==> src/verilog/mado_regs.vh <==
// register offsets, field positions, reset values and startup method codes
// for the motor algorithm debug speed_source_a register bank.
// assumes a byte-addressed register space with 8-bit offsets.
`ifndef MADO_REGS_VH
`define MADO_REGS_VH

// register offsets within the algorithm control group
`define MADO_OFF_CTRL_ONE       8'hEC
`define MADO_OFF_CTRL_TWO       8'hEE
`define MADO_NUM_REGS           2
`define MADO_ADDR_W             8
`define MADO_DATA_W             32

// reset values, both registers clear to zero
`define MADO_RST_CTRL_ONE       32'h00000000
`define MADO_RST_CTRL_TWO       32'h00000000

// field positions of the first debug register
`define MADO_BIT_SPEED_SRC      31
`define MADO_SPEED_HI           30
`define MADO_SPEED_LO           16
`define MADO_SPEED_W            15
`define MADO_BIT_CL_DIS         15
`define MADO_BIT_HOLD_ALIGN     14
`define MADO_BIT_HOLD_SLOW      13
`define MADO_BIT_HOLD_IPD       12
`define MADO_BIT_HOLD_ISD       11
`define MADO_BIT_ANGLE_SRC      10
`define MADO_IQ_HI              9
`define MADO_IQ_LO              0
`define MADO_IQ_W               10

// torque setpoint decode limits; one code is 10/500 of a unit of current
`define MADO_IQ_POS_MAX         10'h1F4
`define MADO_IQ_NEG_BASE        10'h200
`define MADO_IQ_NEG_MAX         10'h3E8
`define MADO_IQ_OUT_W           11

// align angle handling, degrees
`define MADO_ANGLE_W            9
`define MADO_ANGLE_WRAP         9'h168

// startup method codes as presented by the configuration logic
`define MADO_STARTUP_W          2
`define MADO_STARTUP_ALIGN      2'h0
`define MADO_STARTUP_DBL_ALIGN  2'h1
`define MADO_STARTUP_SLOW_FIRST 2'h2
`define MADO_STARTUP_IPD        2'h3

`endif

==> src/verilog/mado_word_reg.v <==
// one write-only configuration word with a synchronous load strobe.
// assumes the caller decodes the address and that writes are whole words.
`timescale 1ns/10ps
`include "mado_regs.vh"

module mado_word_reg #(
  parameter [`MADO_DATA_W-1:0] RESET_VALUE = `MADO_RST_CTRL_ONE
) (
  input  wire                    ref_clk,
  input  wire                    sys_rst,
  input  wire                    wr_en,
  input  wire [`MADO_DATA_W-1:0] wr_data,
  output reg  [`MADO_DATA_W-1:0] q
);

////////////////////////////////////////////////////////////////////////////
// storage: a held value, loaded only on the strobe
always @(posedge ref_clk or posedge sys_rst) begin
  if (sys_rst) begin
    q <= RESET_VALUE;
  end else if (wr_en) begin
    q <= wr_data;
  end
end

endmodule // mado_word_reg

==> src/verilog/mado_debug_regs.v <==
// debug speed_source_a register bank for the sensorless motor control algorithm.
// assumes the serial configuration engine and the algorithm logic run on
// ref_clk, so their signals enter here without synchronisers.
//
// What this block does
// - speed_source_a bit 31 selects serial speed command
// - speed_source_a clear uses pin-derived speed command
// - bits 30..16 form the serial speed command
// - bit 15 forces open-loop commutation
// - bit 14 holds align for align startups
// - bit 13 holds slow first cycle state
// - bit 12 holds initial position detect state
// - bit 11 holds speed detect when enabled
// - bit 10 picks runtime or configured angle
// - setpoint drives torque reference when loop off
// - decode setpoint, codes 512 to 1000 negative
// - second debug register at EEh, resets zero
// - first debug register lives at ECh
// - runtime align angle applied modulo 360
`timescale 1ns/10ps
`include "mado_regs.vh"

module mado_debug_regs (
  input  wire                       ref_clk,
  input  wire                       sys_rst,
  input  wire                       cfg_wr_en,
  input  wire [`MADO_ADDR_W-1:0]    cfg_wr_addr,
  input  wire [`MADO_DATA_W-1:0]    cfg_wr_data,
  input  wire [`MADO_SPEED_W-1:0]   pin_speed_cmd,
  input  wire [`MADO_STARTUP_W-1:0] startup_method,
  input  wire                       speed_detect_enable,
  input  wire [`MADO_ANGLE_W-1:0]   runtime_align_angle,
  input  wire [`MADO_ANGLE_W-1:0]   config_align_angle,
  input  wire                       speed_loop_disable,
  output reg                        cfg_wr_ack,
  output reg                        cfg_wr_unmapped,
  output reg                        speed_source_a,
  output reg  [`MADO_SPEED_W-1:0]   speed_command,
  output reg                        closed_loop_disable,
  output reg                        hold_align,
  output reg                        hold_slow_first_cycle,
  output reg                        hold_position_detect,
  output reg                        hold_speed_detect,
  output reg                        align_angle_source,
  output reg  [`MADO_ANGLE_W-1:0]   align_angle_deg,
  output reg                        torque_ref_active,
  output reg  [`MADO_IQ_OUT_W-1:0]  torque_current_reference,
  output reg                        setpoint_invalid,
  output reg  [`MADO_DATA_W-1:0]    algo_debug_control_two
);

////////////////////////////////////////////////////////////////////////////
// address decode and register storage

wire [`MADO_NUM_REGS-1:0] reg_hit;
wire [`MADO_DATA_W-1:0]   reg_q [0:`MADO_NUM_REGS-1];
wire [`MADO_DATA_W-1:0]   algo_debug_control_one;

// one word per entry; index 0 sits at ECh, index 1 at EEh
genvar gi;
generate
  for (gi = 0; gi < `MADO_NUM_REGS; gi = gi + 1) begin : g_reg
    localparam [`MADO_ADDR_W-1:0] OFFSET =
      (gi == 0) ? `MADO_OFF_CTRL_ONE : `MADO_OFF_CTRL_TWO;
    localparam [`MADO_DATA_W-1:0] RSTVAL =
      (gi == 0) ? `MADO_RST_CTRL_ONE : `MADO_RST_CTRL_TWO;

    assign reg_hit[gi] = cfg_wr_en && (cfg_wr_addr == OFFSET);

    mado_word_reg #(
      .RESET_VALUE (RSTVAL)
    ) u_word (
      .ref_clk (ref_clk),
      .sys_rst (sys_rst),
      .wr_en   (reg_hit[gi]),
      .wr_data (cfg_wr_data),
      .q       (reg_q[gi])
    );
  end
endgenerate

assign algo_debug_control_one = reg_q[0];

////////////////////////////////////////////////////////////////////////////
// write handshake: one-cycle ack for a mapped word, one-cycle flag for
// any other write address, in the group or not; there is no read path at all

reg next_cfg_wr_ack;
reg next_cfg_wr_unmapped;

always @* begin
  next_cfg_wr_ack      = |reg_hit;
  next_cfg_wr_unmapped = cfg_wr_en && ~(|reg_hit);
end

////////////////////////////////////////////////////////////////////////////
// field extraction from the first debug register

wire                     fld_speed_src;
wire [`MADO_SPEED_W-1:0] fld_speed;
wire                     fld_cl_dis;
wire                     fld_hold_align;
wire                     fld_hold_slow;
wire                     fld_hold_ipd;
wire                     fld_hold_isd;
wire                     fld_angle_src;
wire [`MADO_IQ_W-1:0]    fld_iq;

assign fld_speed_src  = algo_debug_control_one[`MADO_BIT_SPEED_SRC];
assign fld_speed      =
  algo_debug_control_one[`MADO_SPEED_HI:`MADO_SPEED_LO];
assign fld_cl_dis     = algo_debug_control_one[`MADO_BIT_CL_DIS];
assign fld_hold_align = algo_debug_control_one[`MADO_BIT_HOLD_ALIGN];
assign fld_hold_slow  = algo_debug_control_one[`MADO_BIT_HOLD_SLOW];
assign fld_hold_ipd   = algo_debug_control_one[`MADO_BIT_HOLD_IPD];
assign fld_hold_isd   = algo_debug_control_one[`MADO_BIT_HOLD_ISD];
assign fld_angle_src  = algo_debug_control_one[`MADO_BIT_ANGLE_SRC];
assign fld_iq         = algo_debug_control_one[`MADO_IQ_HI:`MADO_IQ_LO];

////////////////////////////////////////////////////////////////////////////
// speed command source select

reg [`MADO_SPEED_W-1:0] next_speed_command;

// the serial value replaces the pin path outright; no blending, so a
// change of source steps the command in a single cycle
always @* begin
  if (fld_speed_src) begin
    next_speed_command = fld_speed;
  end else begin
    next_speed_command = pin_speed_cmd;
  end
end

////////////////////////////////////////////////////////////////////////////
// startup state holds, qualified by the active startup method or, for speed detect, by its enable

reg next_hold_align;
reg next_hold_slow;
reg next_hold_ipd;
reg next_hold_isd;

// a hold bit whose startup method is not selected has no effect, so the
// sequencer only sees a hold it can actually honour
always @* begin
  next_hold_align = fld_hold_align &&
    ((startup_method == `MADO_STARTUP_ALIGN) ||
     (startup_method == `MADO_STARTUP_DBL_ALIGN));
  next_hold_slow  = fld_hold_slow &&
    (startup_method == `MADO_STARTUP_SLOW_FIRST);
  next_hold_ipd   = fld_hold_ipd &&
    (startup_method == `MADO_STARTUP_IPD);
  next_hold_isd   = fld_hold_isd && speed_detect_enable;
end

////////////////////////////////////////////////////////////////////////////
// align angle source and wrap

reg [`MADO_ANGLE_W-1:0] runtime_angle_wrapped;
reg [`MADO_ANGLE_W-1:0] next_align_angle;

// a 9-bit value never reaches 720, so one subtraction is a full modulo
always @* begin
  if (runtime_align_angle >= `MADO_ANGLE_WRAP) begin
    runtime_angle_wrapped = runtime_align_angle - `MADO_ANGLE_WRAP;
  end else begin
    runtime_angle_wrapped = runtime_align_angle;
  end
end

// configured angle is passed as given; only the runtime value is wrapped
always @* begin
  if (fld_angle_src) begin
    next_align_angle = runtime_angle_wrapped;
  end else begin
    next_align_angle = config_align_angle;
  end
end

////////////////////////////////////////////////////////////////////////////
// torque current setpoint decode
// the output is a signed count of 10/500 current units: the division by
// 500 and the scale of 10 are left to the consumer, which keeps this
// path free of a divider

reg                      iq_valid;
reg                      iq_negative;
reg [`MADO_IQ_W-1:0]     iq_magnitude;
reg [`MADO_IQ_OUT_W-1:0] iq_signed;

always @* begin
  iq_valid     = 1'b0;
  iq_negative  = 1'b0;
  iq_magnitude = {`MADO_IQ_W{1'b0}};
  if (fld_iq <= `MADO_IQ_POS_MAX) begin
    iq_valid     = 1'b1;
    iq_magnitude = fld_iq;
  end else if ((fld_iq >= `MADO_IQ_NEG_BASE) &&
               (fld_iq <= `MADO_IQ_NEG_MAX)) begin
    iq_valid     = 1'b1;
    iq_negative  = 1'b1;
    iq_magnitude = fld_iq - `MADO_IQ_NEG_BASE;
  end
end

// codes outside the legal ranges decode to zero rather than to a
// guessed current, and while the speed loop is off raise a flag for the fault logic
always @* begin
  if (!iq_valid) begin
    iq_signed = {`MADO_IQ_OUT_W{1'b0}};
  end else if (iq_negative) begin
    iq_signed = {`MADO_IQ_OUT_W{1'b0}} - {1'b0, iq_magnitude};
  end else begin
    iq_signed = {1'b0, iq_magnitude};
  end
end

reg                      next_torque_active;
reg [`MADO_IQ_OUT_W-1:0] next_torque_ref;
reg                      next_setpoint_invalid;

// the forced reference is only presented while the speed loop is off;
// otherwise the speed controller owns the reference and this reads zero
always @* begin
  next_torque_active    = speed_loop_disable;
  next_setpoint_invalid = speed_loop_disable && !iq_valid;
  if (speed_loop_disable) begin
    next_torque_ref = iq_signed;
  end else begin
    next_torque_ref = {`MADO_IQ_OUT_W{1'b0}};
  end
end

////////////////////////////////////////////////////////////////////////////
// output registers: every output is a flop, cleared at reset so normal
// startup and closed-loop operation apply until software writes

always @(posedge ref_clk or posedge sys_rst) begin
  if (sys_rst) begin
    cfg_wr_ack               <= 1'b0;
    cfg_wr_unmapped          <= 1'b0;
    speed_source_a           <= 1'b0;
    speed_command            <= {`MADO_SPEED_W{1'b0}};
    closed_loop_disable      <= 1'b0;
    hold_align               <= 1'b0;
    hold_slow_first_cycle    <= 1'b0;
    hold_position_detect     <= 1'b0;
    hold_speed_detect        <= 1'b0;
    align_angle_source       <= 1'b0;
    align_angle_deg          <= {`MADO_ANGLE_W{1'b0}};
    torque_ref_active        <= 1'b0;
    torque_current_reference <= {`MADO_IQ_OUT_W{1'b0}};
    setpoint_invalid         <= 1'b0;
    algo_debug_control_two   <= `MADO_RST_CTRL_TWO;
  end else begin
    cfg_wr_ack               <= next_cfg_wr_ack;
    cfg_wr_unmapped          <= next_cfg_wr_unmapped;
    speed_source_a           <= fld_speed_src;
    speed_command            <= next_speed_command;
    closed_loop_disable      <= fld_cl_dis;
    hold_align               <= next_hold_align;
    hold_slow_first_cycle    <= next_hold_slow;
    hold_position_detect     <= next_hold_ipd;
    hold_speed_detect        <= next_hold_isd;
    align_angle_source       <= fld_angle_src;
    align_angle_deg          <= next_align_angle;
    torque_ref_active        <= next_torque_active;
    torque_current_reference <= next_torque_ref;
    setpoint_invalid         <= next_setpoint_invalid;
    algo_debug_control_two   <= reg_q[1];
  end
end

endmodule // mado_debug_regs

==> config.mk <==
export PLATFORM = sky130hd
export DESIGN_NAME = mado_debug_regs
export DESIGN_NICKNAME = d
export VERILOG_FILES = /design/src/verilog/mado_word_reg.v /design/src/verilog/mado_debug_regs.v
export VERILOG_INCLUDE_DIRS = /design/src /design/src/verilog
export SDC_FILE = /design/constraint.sdc
export NUM_CORES = 1
export LEC_CHECK = 0
export ABC_AREA = 1
export BUFFER_PORTS_ARGS = -buffer_cell sky130_fd_sc_hd__buf_2
export CAP_MARGIN = 40
export CELL_PAD_IN_SITES_DETAIL_PLACEMENT = 1
export CELL_PAD_IN_SITES_GLOBAL_PLACEMENT = 2
export CORE_MARGIN = 8
export CORE_UTILIZATION = 31
export CTS_CLUSTER_DIAMETER = 200
export DETAILED_ROUTE_END_ITERATION = 10
export PLACE_DENSITY = 0.83
export SLEW_MARGIN = 20
export SYNTH_ARGS = -nofsm -noshare
export SYNTH_HDL_FRONTEND = slang
export SYNTH_SLANG_ARGS = --single-unit
==> constraint.sdc <==
create_clock -name ref_clk -period 5.9 [get_ports ref_clk]
set_input_delay 0.885 -clock ref_clk [delete_from_list [all_inputs] [get_ports ref_clk]]
set_output_delay 0.885 -clock ref_clk [all_outputs]
set_load 0.05 [all_outputs]
# After elaboration in Yosys (flattened, before gate mapping)
# Index checks and enable logic that the tools add are counted.
dict set report totals {
  regBits 142
  latchBits 0
  ramBits 0
  mem_bits_ro 0
  output_inout_bits 78
  word_cells 54
  n_memories 0
}
dict set report classes {
  n_addsub 3
  n_mul 0
  n_div 0
  n_lt_le_gt_ge 4
  eq_ne 5
  shifts 0
  n_mux 11
  bitwise_logic 1
  reduce_logical 13
}
# operator n
set op_table {}
lappend op_table {{2-to-1 mux 11 bit} 3}
lappend op_table {{2-to-1 mux 10 bit} 2}
lappend op_table {{2-to-1 mux 9 bit} 2}
lappend op_table {{== test 8 bit, second input constant} 2}
lappend op_table {{2-to-1 mux 15 bit} 1}
lappend op_table {{subtractor 1 x 10 -> 11 bit, first input constant} 1}
lappend op_table {{greater-or-equal comparator 10 bit, second input constant} 1}
lappend op_table {{<= comparator 10 bit, second input constant} 1}
lappend op_table {{<= comparator 10 x 9 -> 1 bit, second input constant} 1}
lappend op_table {{subtractor 10 bit, second input constant} 1}
lappend op_table {{greater-or-equal comparator 9 bit, second input constant} 1}
lappend op_table {{logical AND 1 bit} 9}
lappend op_table {{subtractor 9 bit, second input constant} 1}
lappend op_table {{== test 2 bit, second input constant} 2}
lappend op_table {{2-to-1 mux 1 bit} 3}
lappend op_table {{== test 2 x 1 -> 1 bit, second input constant} 1}
lappend op_table {{logical NOT 2 bit} 1}
lappend op_table {{OR reduction 2 bit} 1}
lappend op_table {{logical NOT 1 bit} 1}
lappend op_table {{logical OR 1 bit} 1}
lappend op_table {{inverter 1 bit} 1}

# Logic depth before layout (Yosys ltp)
dict set report depth {
  word_depth 8
  depth_mapped 15
  mapped_depth_nobuf 14
}

# Modules after synthesis
# Synthesis repeated with hierarchy kept, for this count alone.
dict set report unflattened {
  cells_unflattened 523
  area_unflattened_um2 5436.5
}
# mod instances cells_each area_each_um2 seq_area_each_um2
set modules_own_cells {}
lappend modules_own_cells {mado_debug_regs 1 249 2844.0 1951.9}
lappend modules_own_cells {mado_word_reg 2 137 1296.2 800.8}

# Worst setup path before layout
# Ideal clock, no wire load.
dict set report synth_timing {
  path_type {input to register}
  from {in cfg_wr_addr[6]}
  to {reg g_reg[1].u_word.q[9]}
  arrival_ps 1839
  required_ps 5770
  path_slack_ps 3930
  stages 8
  cell_sequence {nand2_1 > nor3b_1 > nand2_1 > nor2_2 > nand2_1 > clkbuf_1 > nand2_1 > o21ai_0}
}
dict set report synth_via {
  elab_chain_len 2
}
# element line_no
set synth_rtl {}
lappend synth_rtl {{start: declaration} mado_debug_regs.v:27} ;# input wire [`MADO_ADDR_W-1:0] cfg_wr_addr,
lappend synth_rtl {{== test 8 bit} mado_debug_regs.v:68} ;# assign reg_hit[gi] = cfg_wr_en && (cfg_wr_addr == OFFSET);
lappend synth_rtl {{logical AND 1 bit} mado_debug_regs.v:68}
lappend synth_rtl {{end signal: assignment} mado_word_reg.v:22} ;# q <= wr_data;
lappend synth_rtl {{end: declaration} mado_word_reg.v:13} ;# output reg [`MADO_DATA_W-1:0] q
# No other way between the ends.
# A chain may end at the register's enable or synchronous reset.

# Worst setup path in the final report
dict set report layout_timing {
  from {in cfg_wr_addr[1]}
  to {reg g_reg[0].u_word.q[29]}
}
dict set report layout_via {
  elab_chain_len 2
}
# element line_no
set layout_rtl {}
lappend layout_rtl {{== test 8 bit} mado_debug_regs.v:68}
lappend layout_rtl {{logical AND 1 bit} mado_debug_regs.v:68}
lappend layout_rtl {{end signal: assignment} mado_word_reg.v:22}
lappend layout_rtl {{end: declaration} mado_word_reg.v:13}
# No other way between the ends.

==> run_results.csv <==
group,metric,value,unit
power,p_int,1.85,mW
sta,setup_viol,0,
logic_synthesis,syn_nets,571,
detailed_routing,drt_iter0_markers,133,
sta,slew_violations,0,
power,power_frac_comb,9.9,%
setup_path,start_kind,"primary input",
clock_tree,cts_tree,"built",
placed_design,numPortBuffers,157,
power,p_sw,615,uW
floorplan,die_area,0.0212,mm^2
floorplan,io-pin-count,158,
sta,setup_tns,0,ps
detailed_routing,routed_wl,13700,um
floorplan,start_util,31.6,%
logic_synthesis,yosysUniqueCellTypes,30,
setup_path,path_cells,"buf_2 -> nor4_1 -> nand3_2 -> buf_16 -> o21ai_0",
power,max-vdd-ir-drop,0.202,mV
setup_path,crit_fanout,36,
global_route,grt_usage,13.6,%
logic_synthesis,yosysSeqAreaShare,68.4,%
clock_tree,cts_resized,0,
logic_synthesis,ys_ff_latch,142,
detailed_routing,drcViolationCount,0,
setup_path,worst_ep_required_time,6220,ps
floorplan,rows,47,
logic_synthesis,synth_area_per_cell,10.6,um^2
detailed_routing,via_count,3928,
clock_tree,htree_levels,4,
final_layout,nFillCells,1909,
detailed_routing,ant_nets,0,
global_route,grt_pass1_wl,23000,um
sta,period_share,37.1,%
setup_path,worstPathArrival,2510,ps
placed_design,dpl.hpwl,10200,um
floorplan,coreArea,0.0165,mm^2
sta,fin_skew,7.40,ps
final_layout,final_nets,735,
detailed_routing,routed_via_density,4.43,
sta,relSlewSlack,49.8,%
clock_tree,cts-root-buf,"clkbuf_16",
clock_tree,cts_buffers,17,
power,power_density,355,mW/mm^2
floorplan,die_h,145,um
final_layout,synthToLayoutAreaGrowth,33.8,%
placed_design,gp_congestion,0.792,
floorplan,die_x,145,um
final_layout,final_util,42.2,%
global_route,first_global_vias,4338,
global_route,grt.overflow.total,0,
setup_path,worst_path_max_delay_cell,"nand3_2",
setup_path,worstSetupPathType,"in2reg",
logic_synthesis,netlist_area,0.00520,mm^2
power,swShare,25.0,%
power,power,2.47,mW
detailed_routing,drt_first_pass_iters,4,
worst_hold_path,hold_path.class,"in2async",
run,cap_violations,0,
logic_synthesis,ys_warn_count,0,
setup_path,path_buf_inv,2,
setup_path,end_kind,"register",
clock_tree,cts_hold_buffers,0,
sta,max_freq,456,MHz
clock_tree,clk_pin_slew,60,ps
clock_tree,cts_sinks,142,
global_route,grt_max_degree,83,
sta,hold_violations,0,
setup_path,slowest_delay,550,ps
setup_path,crit_family,"simple AND/OR/NAND/NOR gates",
clock_tree,cts.path.max_buffers,2,
clock_tree,postCtsSetupBuffers,0,
detailed_routing,routedWlPerCell,15.4,um
sta,rsz0062_at_grt,"false",
power,seq_power_share,42.2,%
global_route,antenna_found_initial,0,
power,p_leak,3.74,nW
sta,worst_slew_pin_slew,753,ps
sta,post-route-min-period,2190,ps
clock_tree,insertion_delay,420,ps
sta,fin_hold_ws,345,ps
power,clkPwrFrac,47.9,%
logic_synthesis,synthCells,489,
status,status,"complete, no violations",
final_layout,antennaDiodeCount,0,
final_layout,drive_above_1_share,33.0,%
## path summary, 6_finish.rpt
| check | to | cells after the start | startpoint | slack, ps |
|---|---|---|---|---|
| min in group ref_clk | algo_debug_control_two[25] | 0 | g_reg[1].u_word.q[25] | 370 |
| max in group asynchronous | g_reg[1].u_word.q[26] | 5 | sys_rst | 4440 |
| setup / recovery | g_reg[0].u_word.q[29] | 5 | cfg_wr_addr[1] | 3710 |
| hold reg to reg | algo_debug_control_two[25] | 0 | g_reg[1].u_word.q[25] | 370 |
| hold / removal | algo_debug_control_two[30] | 2 | sys_rst | 340 |
| setup reg to reg | torque_current_reference[4] | 11 | g_reg[0].u_word.q[0] | 3710 |
## flip-flops by register name, indices dropped and copies added (netlist names)
name,cells
align_angle_deg,9
algo_debug_control_two,32
closed_loop_disable,1
g.u_word.q,64
hold_align,1
torque_ref_active,1
align_angle_source,1
speed_source_a,1
hold_position_detect,1
cfg_wr_unmapped,1
speed_command,15
torque_current_reference,11
hold_speed_detect,1
cfg_wr_ack,1
setpoint_invalid,1
hold_slow_first_cycle,1
## power groups by stage
stage	clock, mW	sequential [mW]	combinational (mW)
2_1_floorplan	0	1.14	0.0815
3_3_place_gp	0	1.06	0.236
3_5_place_dp	0	1.06	0.244
4_1_cts	1.21	1.04	0.245
5_1_grt	1.25	1.05	0.269
6_report	1.18	1.04	0.244
## cell type report
type                       instances  area, um^2  area share (%)
sequential                       142        3550            51.1
multi-input combinational        272        1350            19.5
timing repair buffer             162         896            12.9
clock buffer                      18         439            6.32
tap                              220         275            3.96
inverter                          58         223            3.20
clock inverter                    14         214            3.08
## kinds of logic after synthesis
kind of cell	synth area share [%]
and+or+nand+nor	13.0
DFF	68.4
AOI/OAI and AO/OA	8.62
buffers and inverters	5.73
muxes	3.25
xor gates and xnor gates	0.506
adders and majority gates	0.481
## cells in the final DEF (no fill, tap or decap), drive strengths merged
cell type and instances:
mux2 15, nor3 2, nor3b 1, o31ai 1, ha 2, dfrtp 142, clkinvlp 3, buf 162
xor2 2, nand3 12, nand2 128, nand4 2, bufinv 5, or2 1, o21ai 74, nand3b 1
and3 1, a31oi 1, nor4 2, o22ai 1, xnor2 1, nor2 14, inv 58, clkbuf 18
o21a 1, clkinv 6, a21oi 10
## per-layer routing
metal  global-route usage, %  routed length [um]  part of all wire [%]  vias to the layer above
met5                       0                   0                     0                        -
met4                    5.78                 240                   1.8                        0
met3                    5.97                1030                   7.6                       18
met2                    22.1                6760                    50                      111
met1                    15.2                5620                    41                     1919
li1                        -                   -                     -                     1880
## cell usage after synthesis
cell type | count | area, um^2
dfrtp_1 | 142 | 3550
nand2_1 | 125 | 469
o21ai_0 | 73 | 365
inv_1 | 57 | 214
mux2_2 | 15 | 169
clkbuf_1 | 14 | 52.6
nor2_1 | 12 | 45.0
a21oi_1 | 10 | 50.1
nand3_1 | 10 | 50.1
nand2_2 | 3 | 18.8
buf_6 | 2 | 22.5
ha_1 | 2 | 25.0
nand3_2 | 2 | 20.0
nand4_1 | 2 | 12.5
nor2_2 | 2 | 12.5
nor3_1 | 2 | 10.0
nor4_1 | 2 | 12.5
xor2_1 | 2 | 17.5
a31oi_1 | 1 | 6.26
and3_1 | 1 | 6.26
buf_2 | 1 | 5.00
clkinv_1 | 1 | 3.75
nand3b_1 | 1 | 7.51
nor3b_1 | 1 | 7.51
o21a_1 | 1 | 7.51
o21ai_1 | 1 | 5.00
o22ai_1 | 1 | 6.26
o31ai_1 | 1 | 7.51
or2_2 | 1 | 6.26
xnor2_1 | 1 | 8.76
## stage by stage
stage / setup WS (ps) / cell area [um^2] / cells
3_5_place_dp: 3270 / 6250 / 852
5_1_grt: 3540 / 6950 / 886
4_1_cts: 3680 / 6900 / 884
2_1_floorplan: 1210 / 5200 / 489
6_report: 3710 / 6950 / 886
3_3_place_gp: 3120 / 6200 / 850
(Power assumes the default switching activity.)
